$ cat config.mk
export PLATFORM = sky130hd
export DESIGN_NAME = hcvr_verb_responder
export DESIGN_NICKNAME = d
export VERILOG_FILES = /design/src/verilog/hcvr_pkg.sv /design/src/verilog/hcvr_link_port.sv /design/src/verilog/hcvr_list_rom.sv /design/src/verilog/hcvr_verb_responder.sv
export SDC_FILE = /design/constraint.sdc
export NUM_CORES = 1
export LEC_CHECK = 0
export BUFFER_PORTS_ARGS = -buffer_cell sky130_fd_sc_hd__buf_2
export CAP_MARGIN = 20
export CORE_MARGIN = 2
export CORE_UTILIZATION = 25
export CTS_CLUSTER_DIAMETER = 60
export DETAILED_ROUTE_END_ITERATION = 12
export GPL_TIMING_DRIVEN = 0
export PLACE_DENSITY = 0.44
export SLEW_MARGIN = 20
export SYNTH_ARGS = -nofsm -noshare
export SYNTH_HDL_FRONTEND = slang
export SYNTH_SLANG_ARGS = --single-unit
$ cat constraint.sdc
create_clock -name REF_CLK -period 5 [get_ports REF_CLK]
set_input_delay 1 -clock REF_CLK [delete_from_list [all_inputs] [get_ports REF_CLK]]
set_output_delay 1 -clock REF_CLK [all_outputs]
set_load 0.05 [all_outputs]
$ cat src/verilog/hcvr_pkg.sv
// Constants shared by the codec verb responder and its helpers
`default_nettype none

package hcvr_pkg;
  // Command word layout
  localparam int          CMD_W          = 32;
  localparam int          CAD_LSB        = 28;
  localparam int          NID_LSB        = 20;
  localparam int          VERB12_LSB     = 8;
  localparam int          VERB4_LSB      = 16;
  localparam logic [3:0]  VERB4_LO       = 4'h2;
  localparam logic [3:0]  VERB4_HI       = 4'hD;
  // Verb codes
  localparam logic [11:0] VERB_GET_PARAM = 12'hF00;
  localparam logic [11:0] VERB_SET_SEL   = 12'h701;
  localparam logic [11:0] VERB_GET_LIST  = 12'hF02;
  localparam logic [11:0] VERB_GET_PROC  = 12'hF03;
  localparam logic [11:0] VERB_SET_PROC  = 12'h703;
  localparam logic [3:0]  VERB_GET_COEF  = 4'hD;
  localparam logic [3:0]  VERB_SET_COEF  = 4'h5;
  // Parameter identifiers
  localparam logic [7:0]  PID_LIST_LEN   = 8'h0E;
  localparam logic [7:0]  PID_POWER      = 8'h0F;
  localparam logic [7:0]  PID_PROC       = 8'h10;
  localparam logic [7:0]  PID_GPIO       = 8'h11;
  localparam logic [7:0]  PID_KNOB       = 8'h13;
  // Nodes with special answers
  localparam logic [7:0]  NID_KNOB       = 8'h21;
  localparam logic [7:0]  NID_VENDOR     = 8'h20;
  localparam logic [7:0]  NID_SPDIF_OUT2 = 8'h11;
  // Parameter field positions and fixed values
  localparam int          LEN_FORM_BIT   = 7;
  localparam logic        LEN_FORM_SHORT = 1'b0;
  localparam int          POW_EXTENDED_POWER_STATES_FLAG_BIT   = 31;
  localparam int          POW_STOPPED_LINK_CLOCK_OK_BIT = 30;
  localparam logic [3:0]  POW_D_SUPPORT  = 4'hF;
  localparam int          PROC_NCOEF_LSB = 8;
  localparam int          GPIO_WAKE_BIT  = 31;
  localparam int          GPIO_EVT_BIT   = 30;
  localparam logic        GPIO_WAKE_VAL  = 1'b0;
  localparam logic        GPIO_EVT_VAL   = 1'b1;
  localparam logic [7:0]  GPIO_BIDIR_CNT = 8'h04;
  localparam int          KNOB_DELTA_BIT = 7;
  // Connection list geometry
  localparam int          LIST_BYTES     = 12;
  localparam logic [5:0]  LIST_BLOCKS    = 6'h03;
  // Link framing and reset values
  localparam logic [5:0]  RX_BITS        = 6'h20;
  localparam logic [5:0]  TX_BITS        = 6'h21;
  localparam logic [15:0] COEF_RESET     = 16'h0000;
endpackage : hcvr_pkg

`default_nettype wire

$ cat src/verilog/hcvr_link_port.sv
// Link pin sampling, command capture and response shifting
`default_nettype none

module hcvr_link_port
  import hcvr_pkg::*;
(
  input  wire logic              clk,
  input  wire logic              rstn,
  input  wire logic              bclk_pin,
  input  wire logic              sync_pin,
  input  wire logic              sdo_pin,
  input  wire logic              lrst_n_pin,
  input  wire logic              rsp_valid,
  input  wire logic [CMD_W-1:0]  rsp_word,
  output logic                   cmd_valid,
  output logic      [CMD_W-1:0]  cmd_word,
  output logic                   link_rst,
  output logic                   sdi_o,
  output logic                   sdi_oe_n
);
  logic [3:0]       meta_r;
  logic [3:0]       pin_r;
  logic             bclk_d_r;
  logic             rise;
  logic [CMD_W-1:0] rx_sh_r, rx_sh_nxt;
  logic [5:0]       rx_cnt_r, rx_cnt_nxt;
  logic             rx_on_r, rx_on_nxt;
  logic             vld_r, vld_nxt;
  logic [CMD_W-1:0] tx_sh_r, tx_sh_nxt;
  logic [5:0]       tx_cnt_r, tx_cnt_nxt;
  logic             pend_r, pend_nxt;
  logic             sdi_r, sdi_nxt;
  logic             oe_n_r, oe_n_nxt;
  logic             load;

  // Pins are asynchronous to the reference clock
  always_ff @(posedge clk or negedge rstn) begin
    if (!rstn) begin
      meta_r   <= 4'h0;
      pin_r    <= 4'h0;
      bclk_d_r <= 1'b0;
    end else begin
      meta_r   <= {lrst_n_pin, sdo_pin, sync_pin, bclk_pin};
      pin_r    <= meta_r;
      bclk_d_r <= pin_r[0];
    end
  end

  assign rise     = pin_r[0] & ~bclk_d_r;
  assign link_rst = ~pin_r[3];
  assign load     = rise & pin_r[1] & pend_r;

  always_comb begin
    rx_sh_nxt  = rx_sh_r;
    rx_cnt_nxt = rx_cnt_r;
    rx_on_nxt  = rx_on_r;
    vld_nxt    = 1'b0;
    tx_sh_nxt  = tx_sh_r;
    tx_cnt_nxt = tx_cnt_r;
    sdi_nxt    = sdi_r;
    oe_n_nxt   = oe_n_r;
    // New answer wins over the consuming load
    pend_nxt   = rsp_valid | (pend_r & ~load);
    if (link_rst) begin
      rx_on_nxt  = 1'b0;
      rx_cnt_nxt = 6'h00;
      tx_cnt_nxt = 6'h00;
      pend_nxt   = 1'b0;
      sdi_nxt    = 1'b0;
      oe_n_nxt   = 1'b1;
    end else if (rise) begin
      if (pin_r[1]) begin
        rx_on_nxt  = 1'b1;
        rx_cnt_nxt = 6'h00;
        if (pend_r) begin
          tx_sh_nxt  = rsp_word;
          tx_cnt_nxt = TX_BITS - 6'h01;
          sdi_nxt    = 1'b1;
          oe_n_nxt   = 1'b0;
        end
      end else begin
        if (rx_on_r) begin
          rx_sh_nxt  = {rx_sh_r[CMD_W-2:0], pin_r[2]};
          rx_cnt_nxt = rx_cnt_r + 6'h01;
          if (rx_cnt_r == RX_BITS - 6'h01) begin
            rx_on_nxt = 1'b0;
            vld_nxt   = 1'b1;
          end
        end
        if (tx_cnt_r != 6'h00) begin
          sdi_nxt    = tx_sh_r[CMD_W-1];
          tx_sh_nxt  = {tx_sh_r[CMD_W-2:0], 1'b0};
          tx_cnt_nxt = tx_cnt_r - 6'h01;
        end else begin
          sdi_nxt    = 1'b0;
          oe_n_nxt   = 1'b1;
        end
      end
    end
  end

  always_ff @(posedge clk or negedge rstn) begin
    if (!rstn) begin
      rx_sh_r  <= '0;
      rx_cnt_r <= 6'h00;
      rx_on_r  <= 1'b0;
      vld_r    <= 1'b0;
      tx_sh_r  <= '0;
      tx_cnt_r <= 6'h00;
      pend_r   <= 1'b0;
      sdi_r    <= 1'b0;
      oe_n_r   <= 1'b1;
    end else begin
      rx_sh_r  <= rx_sh_nxt;
      rx_cnt_r <= rx_cnt_nxt;
      rx_on_r  <= rx_on_nxt;
      vld_r    <= vld_nxt;
      tx_sh_r  <= tx_sh_nxt;
      tx_cnt_r <= tx_cnt_nxt;
      pend_r   <= pend_nxt;
      sdi_r    <= sdi_nxt;
      oe_n_r   <= oe_n_nxt;
    end
  end

  assign cmd_valid = vld_r;
  assign cmd_word  = rx_sh_r;
  assign sdi_o     = sdi_r;
  assign sdi_oe_n  = oe_n_r;
endmodule : hcvr_link_port

`default_nettype wire

$ cat src/verilog/hcvr_list_rom.sv
// Fixed connection list table with registered read port
`default_nettype none

module hcvr_list_rom
  import hcvr_pkg::*;
(
  input  wire logic              clk,
  input  wire logic              rstn,
  input  wire logic [7:0]        nid,
  input  wire logic [7:0]        offset,
  input  wire logic              spdif2,
  output logic      [CMD_W-1:0]  entries,
  output logic      [6:0]        length
);
  logic [8*LIST_BYTES-1:0] lst;
  logic [CMD_W-1:0]        ent_r, ent_nxt;
  logic [6:0]              len_r, len_nxt;

  // Byte 0 of each constant is list entry 0
  function automatic logic [8*LIST_BYTES-1:0] list_of(
    input logic [7:0] n,
    input logic       sp2
  );
    unique case (n)
      8'h07:                      list_of = 96'h24;
      8'h08:                      list_of = 96'h23;
      8'h09:                      list_of = 96'h22;
      8'h0A:                      list_of = 96'h1F;
      8'h0B:                      list_of = 96'h1D1C_1B1A1918;
      8'h0C, 8'h0E:               list_of = 96'h0B02;
      8'h0D:                      list_of = 96'h0B03;
      8'h14, 8'h15, 8'h18, 8'h19,
      8'h1A, 8'h1B:               list_of = 96'h0D0C;
      8'h16:                      list_of = 96'h0E;
      8'h1E:                      list_of = 96'h06;
      NID_SPDIF_OUT2:             list_of = sp2 ? 96'h06 : 96'h0;
      8'h22, 8'h23, 8'h24:
        list_of = 96'h0B_15141D1C_1B1A1918;
      default:                    list_of = 96'h0;
    endcase
  endfunction : list_of

  function automatic logic [6:0] len_of(input logic [8*LIST_BYTES-1:0] l);
    logic [6:0] c;
    c = 7'h00;
    for (int i = 0; i < LIST_BYTES; i++) begin
      if (l[8*i +: 8] != 8'h00) begin
        c = 7'(i + 1);
      end
    end
    len_of = c;
  endfunction : len_of

  assign lst = list_of(nid, spdif2);

  always_comb begin
    ent_nxt = '0;
    // Offset selects a block of four; past the table reads zero
    if (offset[7:2] < LIST_BLOCKS) begin
      ent_nxt = lst[{offset[3:2], 5'b00000} +: CMD_W];
    end
    len_nxt = len_of(lst);
  end

  always_ff @(posedge clk or negedge rstn) begin
    if (!rstn) begin
      ent_r <= '0;
      len_r <= 7'h00;
    end else begin
      ent_r <= ent_nxt;
      len_r <= len_nxt;
    end
  end

  assign entries = ent_r;
  assign length  = len_r;
endmodule : hcvr_list_rom

`default_nettype wire

$ cat src/verilog/hcvr_verb_responder.sv
// Codec verb decoder and answer builder behind the audio link
// Summary of operation
// List length parameter: bit 7 form flag, bits 6:0 input count.
// Power states parameter 0Fh sets bits 3:0; older variant zero above.
// Low-power variant also sets bits 31 and 30, zero in 29:4.
// Processing parameter 10h: coefficient count 15:8, linear flag bit 0.
// GPIO parameter 11h: wake 0, event report 1, bidir count 04h.
// Knob parameter 13h from node 21h: delta bit 7, steps 6:0.
// Connection select 701h answers all zero for every node.
// List verb F02h packs four entries from offset, zero past end.
// Input converters 07h-0Ah return 24h, 23h, 22h, 1Fh respectively.
// Mixer 0Bh returns 18h-1Bh, then 1Ch and 1Dh, then zeros.
// Sum nodes 0Ch-0Eh return their DAC then mixer 0Bh.
// Analog ports return sum 0Ch then sum 0Dh.
// Mono output 16h returns 0Eh as single entry.
// Digital outputs 1Eh and optional 11h return converter 06h.
// Sums 22h-24h return pins, beep, front, surround, then mixer 0Bh.
// List request to a node without list answers all zero.
// Processing state get and set both answer zero.
// Get coefficient index returns index only on vendor node 20h.
// Set coefficient index loads the index only on vendor node 20h and answers zero.
// Host asks list entries only of nodes flagged with a list; the bench asks them of every node 00h-27h.
// Command: address 31:28, node 27:20, then verb and payload.
// Upper verb nibble 2h-Dh means 4-bit verb, 16-bit payload.
`default_nettype none

module hcvr_verb_responder
  import hcvr_pkg::*;
#(
  parameter logic [3:0] CODEC_ADDR   = 4'h0,
  parameter bit         LOW_POWER    = 1'b1,
  parameter bit         SECOND_SPDIF = 1'b1,
  parameter int         COEF_COUNT   = 0,
  parameter bit         LINEAR_PROC  = 1'b0,
  parameter bit         KNOB_DELTA   = 1'b0,
  parameter int         KNOB_STEPS   = 0
)(
  input  wire logic REF_CLK,
  input  wire logic RSTN,
  input  wire logic BIT_CLK,
  input  wire logic SYNC,
  input  wire logic SDO,
  input  wire logic LINK_RST_N,
  output logic      SDI_O,
  output logic      SDI_OE_N
);
  typedef enum logic [1:0] {
    ST_IDLE   = 2'b00,
    ST_LOOK   = 2'b01,
    ST_ANSWER = 2'b11
  } hcvr_state_e;

  if (COEF_COUNT < 0 || COEF_COUNT > 255) begin : g_chk_coef
    $error("COEF_COUNT must fit in eight bits");
  end
  if (KNOB_STEPS < 0 || KNOB_STEPS > 127) begin : g_chk_knob
    $error("KNOB_STEPS must fit in seven bits");
  end

  localparam logic [7:0] COEF_CNT_8  = 8'(COEF_COUNT);
  localparam logic [6:0] KNOB_STEP_7 = 7'(KNOB_STEPS);

  hcvr_state_e      state_r, state_nxt;
  logic [CMD_W-1:0] cmd_r, cmd_nxt;
  logic [CMD_W-1:0] rsp_r, rsp_nxt;
  logic             rsp_vld_r, rsp_vld_nxt;
  logic [15:0]      coef_r, coef_nxt;
  logic             cmd_valid;
  logic [CMD_W-1:0] cmd_word;
  logic             link_rst;
  logic [CMD_W-1:0] list_entries;
  logic [6:0]       list_len;
  logic [7:0]       nid;

  function automatic logic wide_verb(input logic [CMD_W-1:0] c);
    logic [3:0] top;
    top = c[VERB4_LSB +: 4];
    wide_verb = (top >= VERB4_LO) && (top <= VERB4_HI);
  endfunction : wide_verb

  function automatic logic is_v12(
    input logic [CMD_W-1:0] c,
    input logic [11:0]      v
  );
    is_v12 = !wide_verb(c) && (c[VERB12_LSB +: 12] == v);
  endfunction : is_v12

  function automatic logic is_v4(
    input logic [CMD_W-1:0] c,
    input logic [3:0]       v
  );
    is_v4 = wide_verb(c) && (c[VERB4_LSB +: 4] == v);
  endfunction : is_v4

  function automatic logic is_par(
    input logic [CMD_W-1:0] c,
    input logic [7:0]       p
  );
    is_par = is_v12(c, VERB_GET_PARAM) && (c[7:0] == p);
  endfunction : is_par

  assign nid = cmd_r[NID_LSB +: 8];

  hcvr_link_port u_link (
    .clk        (REF_CLK),
    .rstn       (RSTN),
    .bclk_pin   (BIT_CLK),
    .sync_pin   (SYNC),
    .sdo_pin    (SDO),
    .lrst_n_pin (LINK_RST_N),
    .rsp_valid  (rsp_vld_r),
    .rsp_word   (rsp_r),
    .cmd_valid  (cmd_valid),
    .cmd_word   (cmd_word),
    .link_rst   (link_rst),
    .sdi_o      (SDI_O),
    .sdi_oe_n   (SDI_OE_N)
  );

  hcvr_list_rom u_rom (
    .clk     (REF_CLK),
    .rstn    (RSTN),
    .nid     (nid),
    .offset  (cmd_r[7:0]),
    .spdif2  (SECOND_SPDIF),
    .entries (list_entries),
    .length  (list_len)
  );

  always_comb begin
    state_nxt   = state_r;
    cmd_nxt     = cmd_r;
    rsp_nxt     = rsp_r;
    rsp_vld_nxt = 1'b0;
    coef_nxt    = coef_r;
    unique case (state_r)
      ST_IDLE: begin
        // Commands for another codec address draw no answer
        if (cmd_valid && cmd_word[CAD_LSB +: 4] == CODEC_ADDR) begin
          cmd_nxt   = cmd_word;
          state_nxt = ST_LOOK;
        end
      end
      ST_LOOK: begin
        state_nxt = ST_ANSWER;
      end
      ST_ANSWER: begin
        rsp_nxt     = '0;
        rsp_vld_nxt = 1'b1;
        state_nxt   = ST_IDLE;
        if (is_par(cmd_r, PID_LIST_LEN)) begin
          rsp_nxt[LEN_FORM_BIT] = LEN_FORM_SHORT;
          rsp_nxt[6:0]          = list_len;
        end else if (is_par(cmd_r, PID_POWER)) begin
          rsp_nxt[3:0] = POW_D_SUPPORT;
          rsp_nxt[POW_EXTENDED_POWER_STATES_FLAG_BIT]    = LOW_POWER;
          rsp_nxt[POW_STOPPED_LINK_CLOCK_OK_BIT] = LOW_POWER;
        end else if (is_par(cmd_r, PID_PROC)) begin
          rsp_nxt[PROC_NCOEF_LSB +: 8] = COEF_CNT_8;
          rsp_nxt[0]                   = LINEAR_PROC;
        end else if (is_par(cmd_r, PID_GPIO)) begin
          rsp_nxt[GPIO_WAKE_BIT] = GPIO_WAKE_VAL;
          rsp_nxt[GPIO_EVT_BIT]  = GPIO_EVT_VAL;
          rsp_nxt[7:0]           = GPIO_BIDIR_CNT;
        end else if (is_par(cmd_r, PID_KNOB) && nid == NID_KNOB) begin
          rsp_nxt[KNOB_DELTA_BIT] = KNOB_DELTA;
          rsp_nxt[6:0]            = KNOB_STEP_7;
        end else if (is_v12(cmd_r, VERB_GET_LIST)) begin
          rsp_nxt = list_entries;
        end else if (is_v4(cmd_r, VERB_GET_COEF) && nid == NID_VENDOR) begin
          rsp_nxt[15:0] = coef_r;
        end else if (is_v4(cmd_r, VERB_SET_COEF) && nid == NID_VENDOR) begin
          coef_nxt = cmd_r[15:0];
        end
      end
      default: begin
        state_nxt = ST_IDLE;
      end
    endcase
    // Link reset drops any command in flight and the index
    if (link_rst) begin
      state_nxt   = ST_IDLE;
      rsp_vld_nxt = 1'b0;
      coef_nxt    = COEF_RESET;
    end
  end

  always_ff @(posedge REF_CLK or negedge RSTN) begin
    if (!RSTN) begin
      state_r   <= ST_IDLE;
      cmd_r     <= '0;
      rsp_r     <= '0;
      rsp_vld_r <= 1'b0;
      coef_r    <= COEF_RESET;
    end else begin
      state_r   <= state_nxt;
      cmd_r     <= cmd_nxt;
      rsp_r     <= rsp_nxt;
      rsp_vld_r <= rsp_vld_nxt;
      coef_r    <= coef_nxt;
    end
  end

  AST_ANSWER_TIME:
  assert property (@(posedge REF_CLK) disable iff (!RSTN)
    state_r == ST_IDLE && cmd_valid && !link_rst
    && cmd_word[CAD_LSB +: 4] == CODEC_ADDR
    |-> ##3 (rsp_vld_r || $past(link_rst) || $past(link_rst, 2)))
    else $error("answer not produced three cycles after command");

  AST_LIST_LEN:
  assert property (@(posedge REF_CLK) disable iff (!RSTN)
    rsp_vld_r && is_par(cmd_r, PID_LIST_LEN)
    |-> rsp_r[31:7] == 25'h0 && (nid != 8'h0B || rsp_r[6:0] == 7'h06))
    else $error("list length parameter malformed");

  AST_POWER:
  assert property (@(posedge REF_CLK) disable iff (!RSTN)
    rsp_vld_r && is_par(cmd_r, PID_POWER)
    |-> rsp_r[3:0] == 4'hF && rsp_r[29:4] == 26'h0)
    else $error("power states low field wrong");

  AST_POWER_EXT:
  assert property (@(posedge REF_CLK) disable iff (!RSTN)
    rsp_vld_r && is_par(cmd_r, PID_POWER)
    |-> rsp_r[31:30] == {2{LOW_POWER}})
    else $error("extended power flags wrong");

  AST_PROC_CAPS:
  assert property (@(posedge REF_CLK) disable iff (!RSTN)
    rsp_vld_r && is_par(cmd_r, PID_PROC)
    |-> rsp_r[15:8] == COEF_CNT_8 && rsp_r[31:16] == 16'h0
        && rsp_r[7:1] == 7'h0)
    else $error("processing caps wrong");

  AST_GPIO_CAPS:
  assert property (@(posedge REF_CLK) disable iff (!RSTN)
    rsp_vld_r && is_par(cmd_r, PID_GPIO) |-> rsp_r == 32'h4000_0004)
    else $error("gpio caps wrong");

  AST_KNOB_NODE:
  assert property (@(posedge REF_CLK) disable iff (!RSTN)
    rsp_vld_r && is_par(cmd_r, PID_KNOB) && nid != NID_KNOB
    |-> rsp_r == 32'h0)
    else $error("knob caps answered by wrong node");

  AST_ZERO_SETS:
  assert property (@(posedge REF_CLK) disable iff (!RSTN)
    rsp_vld_r && (cmd_r[19:8] == VERB_SET_SEL || is_v12(cmd_r, VERB_GET_PROC)
    || cmd_r[19:8] == VERB_SET_PROC || is_v4(cmd_r, VERB_SET_COEF))
    |-> rsp_r == 32'h0)
    else $error("set or processing verb answered nonzero");

  AST_MIXER_LIST:
  assert property (@(posedge REF_CLK) disable iff (!RSTN)
    rsp_vld_r && is_v12(cmd_r, VERB_GET_LIST) && nid == 8'h0B
    |-> rsp_r == (cmd_r[7:2] == 6'h0 ? 32'h1B1A_1918 :
                  cmd_r[7:2] == 6'h1 ? 32'h0000_1D1C : 32'h0))
    else $error("mixer list entries wrong");

  AST_ADC_SUM_LIST:
  assert property (@(posedge REF_CLK) disable iff (!RSTN)
    rsp_vld_r && is_v12(cmd_r, VERB_GET_LIST) && nid == 8'h23
    && cmd_r[7:2] == 6'h2 |-> rsp_r == 32'h0000_000B)
    else $error("sum list third block wrong");

  AST_NO_LIST:
  assert property (@(posedge REF_CLK) disable iff (!RSTN)
    rsp_vld_r && is_v12(cmd_r, VERB_GET_LIST) && nid == 8'h02
    |-> rsp_r == 32'h0)
    else $error("node without list answered nonzero");

  AST_COEF_ROUND:
  assert property (@(posedge REF_CLK) disable iff (!RSTN)
    rsp_vld_r && is_v4(cmd_r, VERB_SET_COEF) && nid == NID_VENDOR
    |-> coef_r == cmd_r[15:0])
    else $error("coefficient index not loaded");
endmodule : hcvr_verb_responder

`default_nettype wire
* Yosys cells after proc, flatten, opt, wreduce, memory -nomap -nowiden
Index checks and enable logic that the tools add are counted.
** Cells by class
- Add/sub/neg operators :: 2
- Order comparisons :: 3
- Eq/ne operators :: 50
- Shifts and indexed selects :: 1
- Multiplexer cells :: 90
- Bitwise operators :: 8
- Reductions and logical operators :: 43
** Operators by type and width (count)
- $pmux W68 S11 :: 1
- $mux W16 :: 20
- $mux W24 :: 7
- $mux W32 :: 4
- $eq A8 B5 Y1 const B :: 12
- $shiftx A96 B8 Y32 :: 1
- $eq A8 B4 Y1 const B :: 9
- $reduce_bool A8 Y1 :: 9
- $mux W6 :: 9
- $eq A8 B6 Y1 const B :: 5
- $mux W8 :: 4
- $mux W26 :: 1
- $mux W1 :: 25
- $eq A12 B12 Y1 const B :: 2
- $mux W4 :: 6
- $reduce_bool A8 Y1 const A :: 3
- $mux W22 :: 1
- $ne A2 B2 Y1 const B :: 11
- $ne A3 B3 Y1 const B :: 5
- $logic_and A1 B1 Y1 :: 14
- $mux W2 :: 6
- $mux W3 :: 4
- $reduce_and A9 Y1 :: 1
- $eq A8 B3 Y1 const B :: 1
- other kinds (26) :: 36
** Storage, ports and cells
- Bits in registers :: 205
- Bits of input ports :: 6
- Output and inout bits :: 2

* Logic depth before layout (Yosys ltp)
Gate-level depths: netlist of run 1.
- Depth in word-level cells :: 22
- Gate-level depth with buffers :: 7
- Mapped depth without buffers :: 6

* Hierarchy
From an unflattened synthesis of run 1, not the netlist that was laid out.
** Unflattened totals
- Cell total of the unflattened synthesis :: 749
- Area total of the unflattened synthesis :: 8559.5 um^2
** By module, submodules not included
- hcvr_link_port :: times used 1, cells an instance 315, area each 4038.9 um^2, sequential area each 2253.4 um^2
- hcvr_verb_responder :: times used 1, cells an instance 302, area each 3350.7 um^2, sequential area each 1976.9 um^2
- hcvr_list_rom :: times used 1, cells an instance 132, area each 1169.9 um^2, sequential area each 425.4 um^2

* Worst setup path after synthesis of run 1
No wires, ideal clock.
- Path type :: register -> register
- Start :: register cmd_r[20]
- End :: register coef_r[10]
- Setup time :: 0.120 ns
- Data arrival time :: 1.915 ns
- Slack :: 2.965 ns
- Cell stages (with the launch flop) :: 7
- Path buffers :: 2
- Clock period less this slack :: 2.035 ns
- Cells stage by stage :: dfrtp_1 -> or4_4 -> or4_4 -> buf_6 -> buf_6 -> mux2i_1 -> nor2b_1
** Between the ends
- Cells in the longest elaborated chain, start to end :: 4
- Elaborated cells between the ends (all ways) :: 9
- Classes of those cells :: 5 x eq/ne; 4 x reduce/logical
** Ends and longest elaborated chain
- from (decl) :: line hcvr_verb_responder.sv:64 : logic [CMD_W-1:0] cmd_r, cmd_nxt;
- from (signal assigned) :: line hcvr_verb_responder.sv:197 : cmd_r <= cmd_nxt;
- $eq A8 B6 Y1 (on tied branches) :: line hcvr_verb_responder.sv:170, hcvr_verb_responder.sv:172, hcvr_verb_responder.sv:165
- $logic_and A1 B1 Y1 (on tied branches) :: line hcvr_verb_responder.sv:172, hcvr_verb_responder.sv:165, hcvr_verb_responder.sv:170
- $ne A2 B2 Y1 (no line)
- $reduce_and A9 Y1 (no line) (*)
- to (signal assigned) :: line hcvr_verb_responder.sv:200 : coef_r <= coef_nxt;
- to (decl) :: line hcvr_verb_responder.sv:67 : logic [15:0] coef_r, coef_nxt;
Every way passes the cells marked *; elsewhere a longest branch is shown, timed or not.
A chain may end at the register's enable or synchronous reset.

* Worst setup path after layout of run 1
- Start :: register u_link.tx_cnt_r[2]
- End :: register u_link.tx_sh_r[27]
** Between the ends
- Cells in the longest elaborated chain, start to end :: 3
** Ends and longest elaborated chain
- from (decl) :: line hcvr_link_port.sv:30 : logic [5:0] tx_cnt_r, tx_cnt_nxt;
- from (signal assigned) :: line hcvr_link_port.sv:119 : tx_cnt_r <= tx_cnt_nxt;
- $reduce_bool A6 Y1 :: line hcvr_link_port.sv:90 : if (tx_cnt_r != 6'h00) begin
- $reduce_bool A2 Y1 (no line)
- $reduce_and A4 Y1 (no line)
- to (signal assigned) :: line hcvr_link_port.sv:118 : tx_sh_r <= tx_sh_nxt;
- to (decl) :: line hcvr_link_port.sv:29 : logic [CMD_W-1:0] tx_sh_r, tx_sh_nxt;
No other way between the ends.

==> results of run 1 <==
-- state kept, by name, indices dropped and copies added (netlist names), 2 cells and up --
signal,count
u_link.cmd_word,32
u_link.pin_r,4
u_link.rx_cnt_r,6
cmd_r,28
u_rom.length,4
u_rom.entries,13
rsp_r,22
u_link.tx_sh_r,32
state_r,2
u_link.tx_cnt_r,6
u_link.meta_r,4
coef_r,16
-- logic make-up (layout without fill, tap and decap cells) --
group,Yosys count,after routing
adder cells (fa/ha/maj),3,3
AO/OA/AOI/OAI,107,107
buffers and inverters,47,88
AND/OR/NAND/NOR,235,235
multiplexers,105,105
flip-flops,176,176
XOR/XNOR,3,3
-- power by group through the flow --
stage | combinational, mW | clock (mW) | sequential, mW
2_1_floorplan | 0.0348 | 0 | 1.46
3_3_place_gp | 0.0834 | 0 | 1.46
3_5_place_dp | 0.0892 | 0 | 1.46
4_1_cts | 0.0893 | 1.43 | 1.43
5_1_grt | 0.0972 | 1.50 | 1.44
6_report | 0.0848 | 1.39 | 1.43
-- cell type report --
class	count	area (µm²)
plain buffers	38	160
clock buffers	17	425
clock inverters	15	193
fillers	3072	20900
inverters	9	33.8
multi-input cells	453	2970
flip-flops and latches	176	4410
well taps	390	488
repair buffers	9	100
-- synth_stat cells (all sizes together) (6+ instances only) --
library cell  instances
nand2                84
inv                   9
nand3                20
buf                   9
dfrtp               175
a21oi                19
nor2                 43
nor2b                19
and2                  6
nor3                 17
or4                   6
mux2i                49
nand4                 7
nand3b                6
clkbuf               29
mux2                 56
o21ai                53
-- layer usage --
metal / GRT usage [%] / up-vias / wire, µm
met2: 17.8 / 42 / 7830
met1: 16.3 / 2491 / 8520
met4: 3.07 / 0 / 183
li1: - / 2442 / -
met3: 2.32 / 12 / 367
met5: 0 / - / 0
-- metrics by stage --
stage / hold WS, ns / total power [mW] / worst slack (ns)
after floorplan: 0.331 / 1.50 / 2.97
after global placement: 0.333 / 1.55 / -0.161
after detailed placement: 0.335 / 1.55 / 2.47
after CTS: 0.351 / 2.95 / 2.45
after global routing: 0.358 / 3.03 / 2.13
final: 0.350 / 2.91 / 2.51
-- critical path, cell delays in order (launching register included) --
cell and delay (ns):
sky130_fd_sc_hd__dfrtp_1 0.44, sky130_fd_sc_hd__nor3_1 0.30, sky130_fd_sc_hd__nand3b_1 0.30, sky130_fd_sc_hd__o211ai_1 0.71, sky130_fd_sc_hd__clkbuf_1 0.41, sky130_fd_sc_hd__o21ai_0 0.18
-- worst max-delay path by stage --
stage,start,to
global route,u_link.tx_cnt_r[2]$_DFFE_PN0P_,u_link.tx_sh_r[7]$_DFFE_PN0P_
floorplan,cmd_r[20]$_DFFE_PN0P_,coef_r[10]$_DFFE_PN0P_
finish,u_link.tx_cnt_r[2]$_DFFE_PN0P_,u_link.tx_sh_r[27]$_DFFE_PN0P_
CTS,u_link.tx_cnt_r[2]$_DFFE_PN0P_,u_link.tx_sh_r[1]$_DFFE_PN0P_
global placement,RSTN,cmd_r[15]$_DFFE_PN0P_
detailed placement,u_link.tx_cnt_r[2]$_DFFE_PN0P_,u_link.tx_sh_r[1]$_DFFE_PN0P_
==> flow_summary.json, run 1 <==
{
  "initial_utilization_pct": 25.5,
  "final_common_cell": "sky130_fd_sc_hd__dfrtp_1",
  "route.detailed.vias_per_inst": 4.50,
  "ys_dominant_reg_cell": "sky130_fd_sc_hd__dfrtp_1",
  "cts_post_setup_buffers_inserted": 0,
  "regToRegStartpoint": "u_link.tx_cnt_r[2]$_DFFE_PN0P_",
  "worstSetupPathType": "flop to flop",
  "timing.critical_path.to_type": "flop",
  "cts.root.buffer_cell": "sky130_fd_sc_hd__clkbuf_16",
  "synth_compound_area_share_pct": 8.44,
  "min_path_type": "flop to flop",
  "internal_power_mw": 2.18,
  "grt_remaining_overflow": 0,
  "design.die.area_um2": 31700,
  "synth_top_family_by_area": "simple AND/OR/NAND/NOR gates",
  "ir_worst_vdd_mv": 0.188,
  "grt_antenna_before_repair": 0,
  "edff_count_synth": 0,
  "timing.hold.worst_path_depth": 0,
  "postSynthRegisterBits": 176,
  "finalWirelength_mm": 16.9,
  "synth-simple-area-share_pct": 15.2,
  "drcViolationCount": 0,
  "fin_clk_skew_ns": 0.0120,
  "syn-cell-area_um2": 7570,
  "core_area_um2": 29700,
  "power.clock.fraction_pct": 47.8,
  "cts_buffer_depth": 2,
  "dp_hpwl_mm": 11.9,
  "design.portCount": 8,
  "cts.clk_slew.worst_paths_ns": 0.07,
  "synthAdderAreaFrac_pct": 0.496,
  "yosys.area.top_type": "sky130_fd_sc_hd__dfrtp_1",
  "post-route-period-util_pct": 49.8,
  "finalNetCount": 713,
  "grt_pass1_vias": 5045,
  "synthesis_to_layout_area_growth_pct": 15.9,
  "fp.dieH_um": 178,
  "cts_tree": "yes",
  "cts_made_buffers": 17,
  "synth.top_cell.area_share_pct": 57.8,
  "crit-reg2reg-capture": "u_link.tx_sh_r[27]$_DFFE_PN0P_",
  "max_freq_mhz": 402,
  "clk_lat_worst_skew_ns": 0.43,
  "async_flop_share_pct": 100,
  "finalNonFillerCells": 1107,
  "hold_violations": 0,
  "worst_slew_margin_rel_pct": 44.0,
  "synth_top_cells_by_area": "sky130_fd_sc_hd__dfrtp_1 (58%), sky130_fd_sc_hd__mux2_2 (8.3%), sky130_fd_sc_hd__mux2i_1 (6.5%)",
  "drv.max_cap_violation_count": 0,
  "timing.final.max_slew_violations": 0,
  "power.density_nw_per_um2": 332,
  "core.rowCount": 63,
  "critPathRequiredTime_ns": 5.29,
  "grt_first_pass_wirelength_mm": 28.4,
  "gates_resized_cts_repair": 0,
  "num_antenna_cells": 0,
  "timing.hold.worst_endpoint": "u_link.pin_r[1]$_DFF_PN0_",
  "die_width_um": 178,
  "r2r_cells": 5,
  "worst_case_register_to_register_setup_slack_ns": 2.51,
  "synth.area.mux_share_pct": 14.8,
  "rsz0062_at_grt": "no",
  "final_cell_mix": "sky130_fd_sc_hd__dfrtp_1 (175), sky130_fd_sc_hd__nand2_1 (84), sky130_fd_sc_hd__mux2_2 (56)",
  "number_of_buffer_cells_added_on_primary_ports": 7,
  "synth_fp_nets": 685,
  "drt.antenna.violating_nets": 0,
  "yosysSeqAreaShare_pct": 58.2,
  "timing.critical_path.arrival_ns": 2.77,
  "routed_wire_length_per_instance_um": 15.3,
  "syn_area_per_cell_um2": 11.2,
  "worst-slew-pin-transition_ns": 0.832,
  "cts_sinks": 176,
  "period_needed_ns": 2.49,
  "dpl-instance-area_um2": 8160,
  "grt_start_max_net_pins": 79,
  "yosys.cell_types.count": 50,
  "number_of_cells_produced_by_synthesis": 676,
  "synth_xor_xnor_area_share_pct": 0.347,
  "ctsHtreeMaxLevel": 4,
  "critical_path.startpoint_type": "flop",
  "tns_ns": 0,
  "critical_hold_path_startpoint": "u_link.meta_r[1]$_DFF_PN0_",
  "p_comb_share_pct": 2.9,
  "final_cell_area_um2": 8780,
  "seq_power_share_pct": 49.3,
  "switchingPower_mw": 0.730,
  "sw_frac_of_total_pct": 25.1,
  "fin_util_pct": 29.5,
  "leakage_power_total_nw": 4.02,
  "post-place-cells": 1075,
  "result_of_the_run": "completed",
  "setup-violations-final": 0,
  "place.gp.congestion": 0.753,
  "detailed_routing_iteration_count_for_the_pre_antenna_repair_pass": 4,
  "ys_warn_count": 0,
  "via_count": 4987,
  "initialDrtViolationCount": 343,
  "cts.hold.buffers_added": 0,
  "drive_above_1_share_pct": 14.8,
  "globalRouteTotalUtil_pct": 11.5,
  "timing.critical_path.fanout_max": 10
}
Power figures use the tool's default switching activity.
==> run 2, diff against run 1 <==
clock period = 2.3 ns   (was 5 ns; I/O delays follow)
==> run 2 against run 1 <==
Final cell count hardly changed; clock power is 120% higher; die area unchanged; flip-flop and latch count unchanged; clock-buffer cell count stayed put; via count is 0.10% higher; hold slack worse by 0.22 ns; global-route usage hardly changed; first-iteration DRC count shrank 3.5%; critical path type unchanged; largest cell class unchanged; highest routed layer unchanged.
==> flow_summary.json, run 2 (synthesized netlist as in run 1, its figures left out) <==
{
  "dpl-instance-area_um2": 8160,
  "cts_sinks": 176,
  "grt_antenna_before_repair": 0,
  "number_of_buffer_cells_added_on_primary_ports": 7,
  "route.layer.met1.wl_mm": 8.55,
  "drv.max_cap_violation_count": 0,
  "initialDrtViolationCount": 331,
  "drt.antenna.violating_nets": 0,
  "grt_remaining_overflow": 0,
  "power.density_nw_per_um2": 717,
  "setup-violations-final": 0,
  "max_freq_mhz": 456,
  "worst_case_register_to_register_setup_slack_ns": 0.11,
  "period_needed_ns": 2.19,
  "ir_worst_vdd_mv": 0.409,
  "finalWirelength_mm": 16.9,
  "switchingPower_mw": 1.59,
  "num_antenna_cells": 0,
  "cts.clk_slew.worst_paths_ns": 0.08,
  "power.clock.fraction_pct": 47.8,
  "routed_length_on_met3_um": 388,
  "design.portCount": 8,
  "dp_worst_setup_slack_ns": -0.229,
  "detailed_routing_iteration_count_for_the_pre_antenna_repair_pass": 4,
  "worstSetupPathType": "flop to flop",
  "timing.hold.worst_path_depth": 1,
  "drcViolationCount": 0,
  "final.setup.worst_slack_ns": 0.105,
  "totalPowerFinal_mw": 6.33,
  "critPathRequiredTime_ns": 2.61,
  "regToRegStartpoint": "cmd_r[20]$_DFFE_PN0P_",
  "hold_violations": 0,
  "result_of_the_run": "completed",
  "grt_start_max_net_pins": 79,
  "fp.dieH_um": 178,
  "drive_above_1_share_pct": 17.3,
  "timing.hold.worst_endpoint": "u_link.meta_r[2]$_DFF_PN0_",
  "via_count": 4992,
  "die_width_um": 178,
  "r2r_cells": 6,
  "post-route-period-util_pct": 95.4,
  "place.gp.congestion": 0.753,
  "route.top_layer_used": "met4",
  "timing.critical_path.to_type": "flop",
  "fin_clk_skew_ns": 0.0118,
  "grt_first_pass_wirelength_mm": 28.4,
  "final_cell_area_um2": 8840,
  "route.detailed.vias_per_inst": 4.51,
  "timing.final.max_slew_violations": 0,
  "worst_slew_margin_rel_pct": 41.4,
  "ctsHtreeMaxLevel": 4,
  "leakage_power_total_nw": 4.07,
  "timing.critical_path.fanout_max": 10,
  "seq_power_share_pct": 49.3,
  "finalNetCount": 714,
  "synthesis_to_layout_area_growth_pct": 16.7,
  "internal_power_mw": 4.75,
  "worst-slew-pin-transition_ns": 0.872,
  "cts_tree": "yes",
  "cts_made_buffers": 17,
  "timing.critical_path.arrival_ns": 2.51,
  "sw_frac_of_total_pct": 25.0,
  "final_common_cell": "sky130_fd_sc_hd__dfrtp_1",
  "dp_hpwl_mm": 11.9,
  "crit-reg2reg-capture": "coef_r[2]$_DFFE_PN0P_",
  "p_comb_share_pct": 3.0,
  "cts_buffer_depth": 2,
  "min_path_type": "primary input to flop",
  "fin_util_pct": 29.7,
  "critical_hold_path_startpoint": "SDO",
  "routed_wire_length_per_instance_um": 15.3,
  "final_cell_mix": "sky130_fd_sc_hd__dfrtp_1 (175), sky130_fd_sc_hd__nand2_1 (84), sky130_fd_sc_hd__mux2_2 (56)",
  "core_area_um2": 29700,
  "cts.root.buffer_cell": "sky130_fd_sc_hd__clkbuf_16",
  "design.die.area_um2": 31700,
  "rsz0062_at_grt": "no",
  "met2_length_mm": 7.83,
  "critical_path.startpoint_type": "flop",
  "initial_utilization_pct": 25.5,
  "core.rowCount": 63,
  "clk_lat_worst_skew_ns": 0.43,
  "grt_pass1_vias": 5055,
  "tns_ns": 0,
  "globalRouteTotalUtil_pct": 11.5
}
-- run 2: stage by stage --
step           cells  hold WS (ns)
5_1_grt         1108        0.0974
4_1_cts         1109         0.114
3_5_place_dp    1075         0.335
2_1_floorplan    676         0.164
6_report        1108         0.133
3_3_place_gp    1073         0.333
-- run 2: how the worst max path moves through the flow --
| stage | endpoint | from | slack, ns |
|---|---|---|---|
| 2_1_floorplan | coef_r[10]$_DFFE_PN0P_ | cmd_r[20]$_DFFE_PN0P_ | 0.27 |
| 3_3_place_gp | cmd_r[15]$_DFFE_PN0P_ | RSTN | -2.32 |
| 3_5_place_dp | u_link.tx_sh_r[1]$_DFFE_PN0P_ | u_link.tx_cnt_r[2]$_DFFE_PN0P_ | -0.23 |
| 4_1_cts | coef_r[2]$_DFFE_PN0P_ | cmd_r[24]$_DFFE_PN0P_ | 0.006 |
| 5_1_grt | u_link.tx_sh_r[7]$_DFFE_PN0P_ | u_link.tx_cnt_r[2]$_DFFE_PN0P_ | 0.01 |
| 6_report | coef_r[2]$_DFFE_PN0P_ | cmd_r[20]$_DFFE_PN0P_ | 0.11 |
-- run 2: timing repair --
action,in CTS,in global routing
endpoints found under the hold margin,44,0
setup buffers,1,0
endpoints found under the setup margin,89,78
resized for setup,5,20
hold buffers,1,0
pin swaps,1,0
-- run 2: cell type report --
cell class,instances,area [µm²]
fill,3064,20900
sequential,176,4410
multi-input combinational,453,3000
tap,390,488
clock buffer,17,425
clock inverter,15,193
buffer,37,170
timing repair buffer,11,118
inverter,9,33.8
-- run 2: layer usage --
| metal | vias to the layer above | GRT usage (%) |
|---|---|---|
| li1 | 2439 | - |
| met1 | 2489 | 16.3 |
| met2 | 53 | 17.8 |
| met3 | 11 | 2.32 |
| met4 | 0 | 3.07 |
| met5 | - | 0 |
-- run 2: power groups by stage --
stage               logic, mW  clock network, mW  registers, mW
global route            0.214               3.25           3.12
global placement        0.181                  0           3.18
finish                  0.187               3.03           3.12
CTS                     0.196               3.10           3.12
floorplan              0.0756                  0           3.18
detailed placement      0.194                  0           3.18
-- run 2: worst max-delay path, cell delays in order (launching register included) --
cell	delay, ns
sky130_fd_sc_hd__dfrtp_1	0.44
sky130_fd_sc_hd__or4_4	0.60
sky130_fd_sc_hd__or4_4	0.50
sky130_fd_sc_hd__buf_6	0.16
sky130_fd_sc_hd__buf_6	0.16
sky130_fd_sc_hd__mux2i_1	0.15
sky130_fd_sc_hd__nor2b_1	0.06
==> run 3, diff against run 2 <==
MAX_ROUTING_LAYER = met4   (was default)
==> run 3 against run 2 <==
Highest routed layer unchanged; power shrank 0.12%; core utilization is the same; hold slack worse by 0.0048 ns; clock-buffer cell count unchanged.
==> flow_summary.json, run 3 (synthesized netlist as in run 1, its figures left out) <==
{
  "detailed_routing_iteration_count_for_the_pre_antenna_repair_pass": 4,
  "drv.max_cap_violation_count": 0,
  "hold_violations": 0,
  "dp_hpwl_mm": 11.9,
  "die_width_um": 178,
  "drcViolationCount": 0,
  "finalNonFillerCells": 1108,
  "ctsHtreeMaxLevel": 4,
  "number_of_buffer_cells_added_on_primary_ports": 7,
  "place.gp.congestion": 0.763,
  "critical_path.startpoint_type": "flop",
  "drive_above_1_share_pct": 17.3,
  "grt_start_max_net_pins": 79,
  "final.setup.worst_slack_ns": 0.104,
  "final_common_cell": "sky130_fd_sc_hd__dfrtp_1",
  "fin_util_pct": 29.7,
  "grt_antenna_before_repair": 0,
  "period_needed_ns": 2.20,
  "design.die.area_um2": 31700,
  "critPathRequiredTime_ns": 2.61,
  "cts_made_buffers": 17,
  "core_area_um2": 29700,
  "cts_tree": "yes",
  "timing.final.max_slew_violations": 0,
  "grt_pass1_vias": 5051,
  "min_path_type": "primary input to flop",
  "worst_slew_margin_rel_pct": 43.3,
  "cts_sinks": 176,
  "fin_clk_skew_ns": 0.0183,
  "design.portCount": 8,
  "final_cell_area_um2": 8840,
  "leakage_power_total_nw": 4.07,
  "synthesis_to_layout_area_growth_pct": 16.7,
  "post-route-period-util_pct": 95.5,
  "worst-slew-pin-transition_ns": 0.843,
  "worstSetupPathType": "flop to flop",
  "finalWirelength_mm": 16.9,
  "num_antenna_cells": 0,
  "max_freq_mhz": 455,
  "globalRouteTotalUtil_pct": 11.8,
  "rsz0062_at_grt": "no",
  "grt_first_pass_wirelength_mm": 28.4,
  "post-place-cells": 1075,
  "via_count": 5014,
  "cts.root.buffer_cell": "sky130_fd_sc_hd__clkbuf_16",
  "setup-violations-final": 0,
  "timing.critical_path.arrival_ns": 2.50,
  "timing.critical_path.fanout_max": 10,
  "dp_worst_setup_slack_ns": -0.229,
  "fp.dieH_um": 178,
  "timing.critical_path.to_type": "flop",
  "initialDrtViolationCount": 344,
  "cts.clk_slew.worst_paths_ns": 0.08,
  "ir_worst_vdd_mv": 0.409,
  "core.rowCount": 63,
  "final_cell_mix": "sky130_fd_sc_hd__dfrtp_1 (175), sky130_fd_sc_hd__nand2_1 (84), sky130_fd_sc_hd__mux2_2 (56)",
  "power.density_nw_per_um2": 716,
  "initial_utilization_pct": 25.5,
  "dpl-instance-area_um2": 8160,
  "drt.antenna.violating_nets": 0,
  "route.detailed.vias_per_inst": 4.53,
  "finalNetCount": 714,
  "totalPowerFinal_mw": 6.32,
  "grt_remaining_overflow": 0,
  "result_of_the_run": "completed",
  "clk_lat_worst_skew_ns": 0.43,
  "cts_buffer_depth": 2,
  "routed_wire_length_per_instance_um": 15.3
}
==> run 3: cell counts in the layout (fill, tap and decap cells not counted) <==
No cell type changed its count.
==> run 3: final cells by class <==
cell class	count	area [µm²]
buffer	37	170
clock buffer	17	425
clock inverter	15	193
fill	3064	20900
inverter	9	33.8
multi-input combinational	453	3000
sequential	176	4410
tap	390	488
timing repair buffer	11	118
==> run 3: report_power, final <==
part           internal (mW)  leakage, nW  switching (mW)
logic                 0.0540         1.33           0.134
registers               3.11         2.43          0.0101
clock network           1.58        0.304            1.43
==> run 3: layer usage <==
metal | up-vias | global-route usage, % | wire [µm]
li1 | 2438 | - | -
met1 | 2518 | 16.4 | 8650
met2 | 42 | 17.7 | 7810
met3 | 16 | 2.20 | 330
met4 | 0 | 3.28 | 140
met5 | - | - | 0
==> run 3: worst paths after layout <==
path,from,endpoint,slack (ns),depth (start not counted)
max in group asynchronous,RSTN,rsp_r[7]$_DFFE_PN0P_,1.05,3
worst min register to register,u_link.meta_r[1]$_DFF_PN0_,u_link.pin_r[1]$_DFF_PN0_,0.35,0
worst max register to register,cmd_r[20]$_DFFE_PN0P_,coef_r[2]$_DFFE_PN0P_,0.10,6
min in group asynchronous,RSTN,u_link.tx_cnt_r[0]$_DFFE_PN0P_,0.53,2
worst min-delay path,LINK_RST_N,u_link.meta_r[3]$_DFF_PN0_,0.13,1
worst max-delay path,cmd_r[20]$_DFFE_PN0P_,coef_r[2]$_DFFE_PN0P_,0.10,6
==> run 3: critical path, stage by stage (launching register included) <==
cell and delay (ns):
sky130_fd_sc_hd__dfrtp_1 0.43, sky130_fd_sc_hd__or4_4 0.60, sky130_fd_sc_hd__or4_4 0.50, sky130_fd_sc_hd__buf_6 0.16
sky130_fd_sc_hd__buf_6 0.16, sky130_fd_sc_hd__mux2i_1 0.15, sky130_fd_sc_hd__nor2b_1 0.06
==> run 3: metrics by stage <==
stage	setup TNS (ns)	hold WS (ns)
5_1_grt	0	0.0987
2_1_floorplan	0	0.164
3_5_place_dp	-11.20	0.335
6_report	0	0.128
4_1_cts	0	0.114
3_3_place_gp	-416.89	0.333
==> run 3: timing repair <==
action	4_1_cts	5_1_grt
buffers inserted	1	0
resized for setup	5	20
setup endpoints to repair	89	78
hold endpoints to repair	44	0
pin swaps	1	0
cloned	0	0
hold buffers	1	0
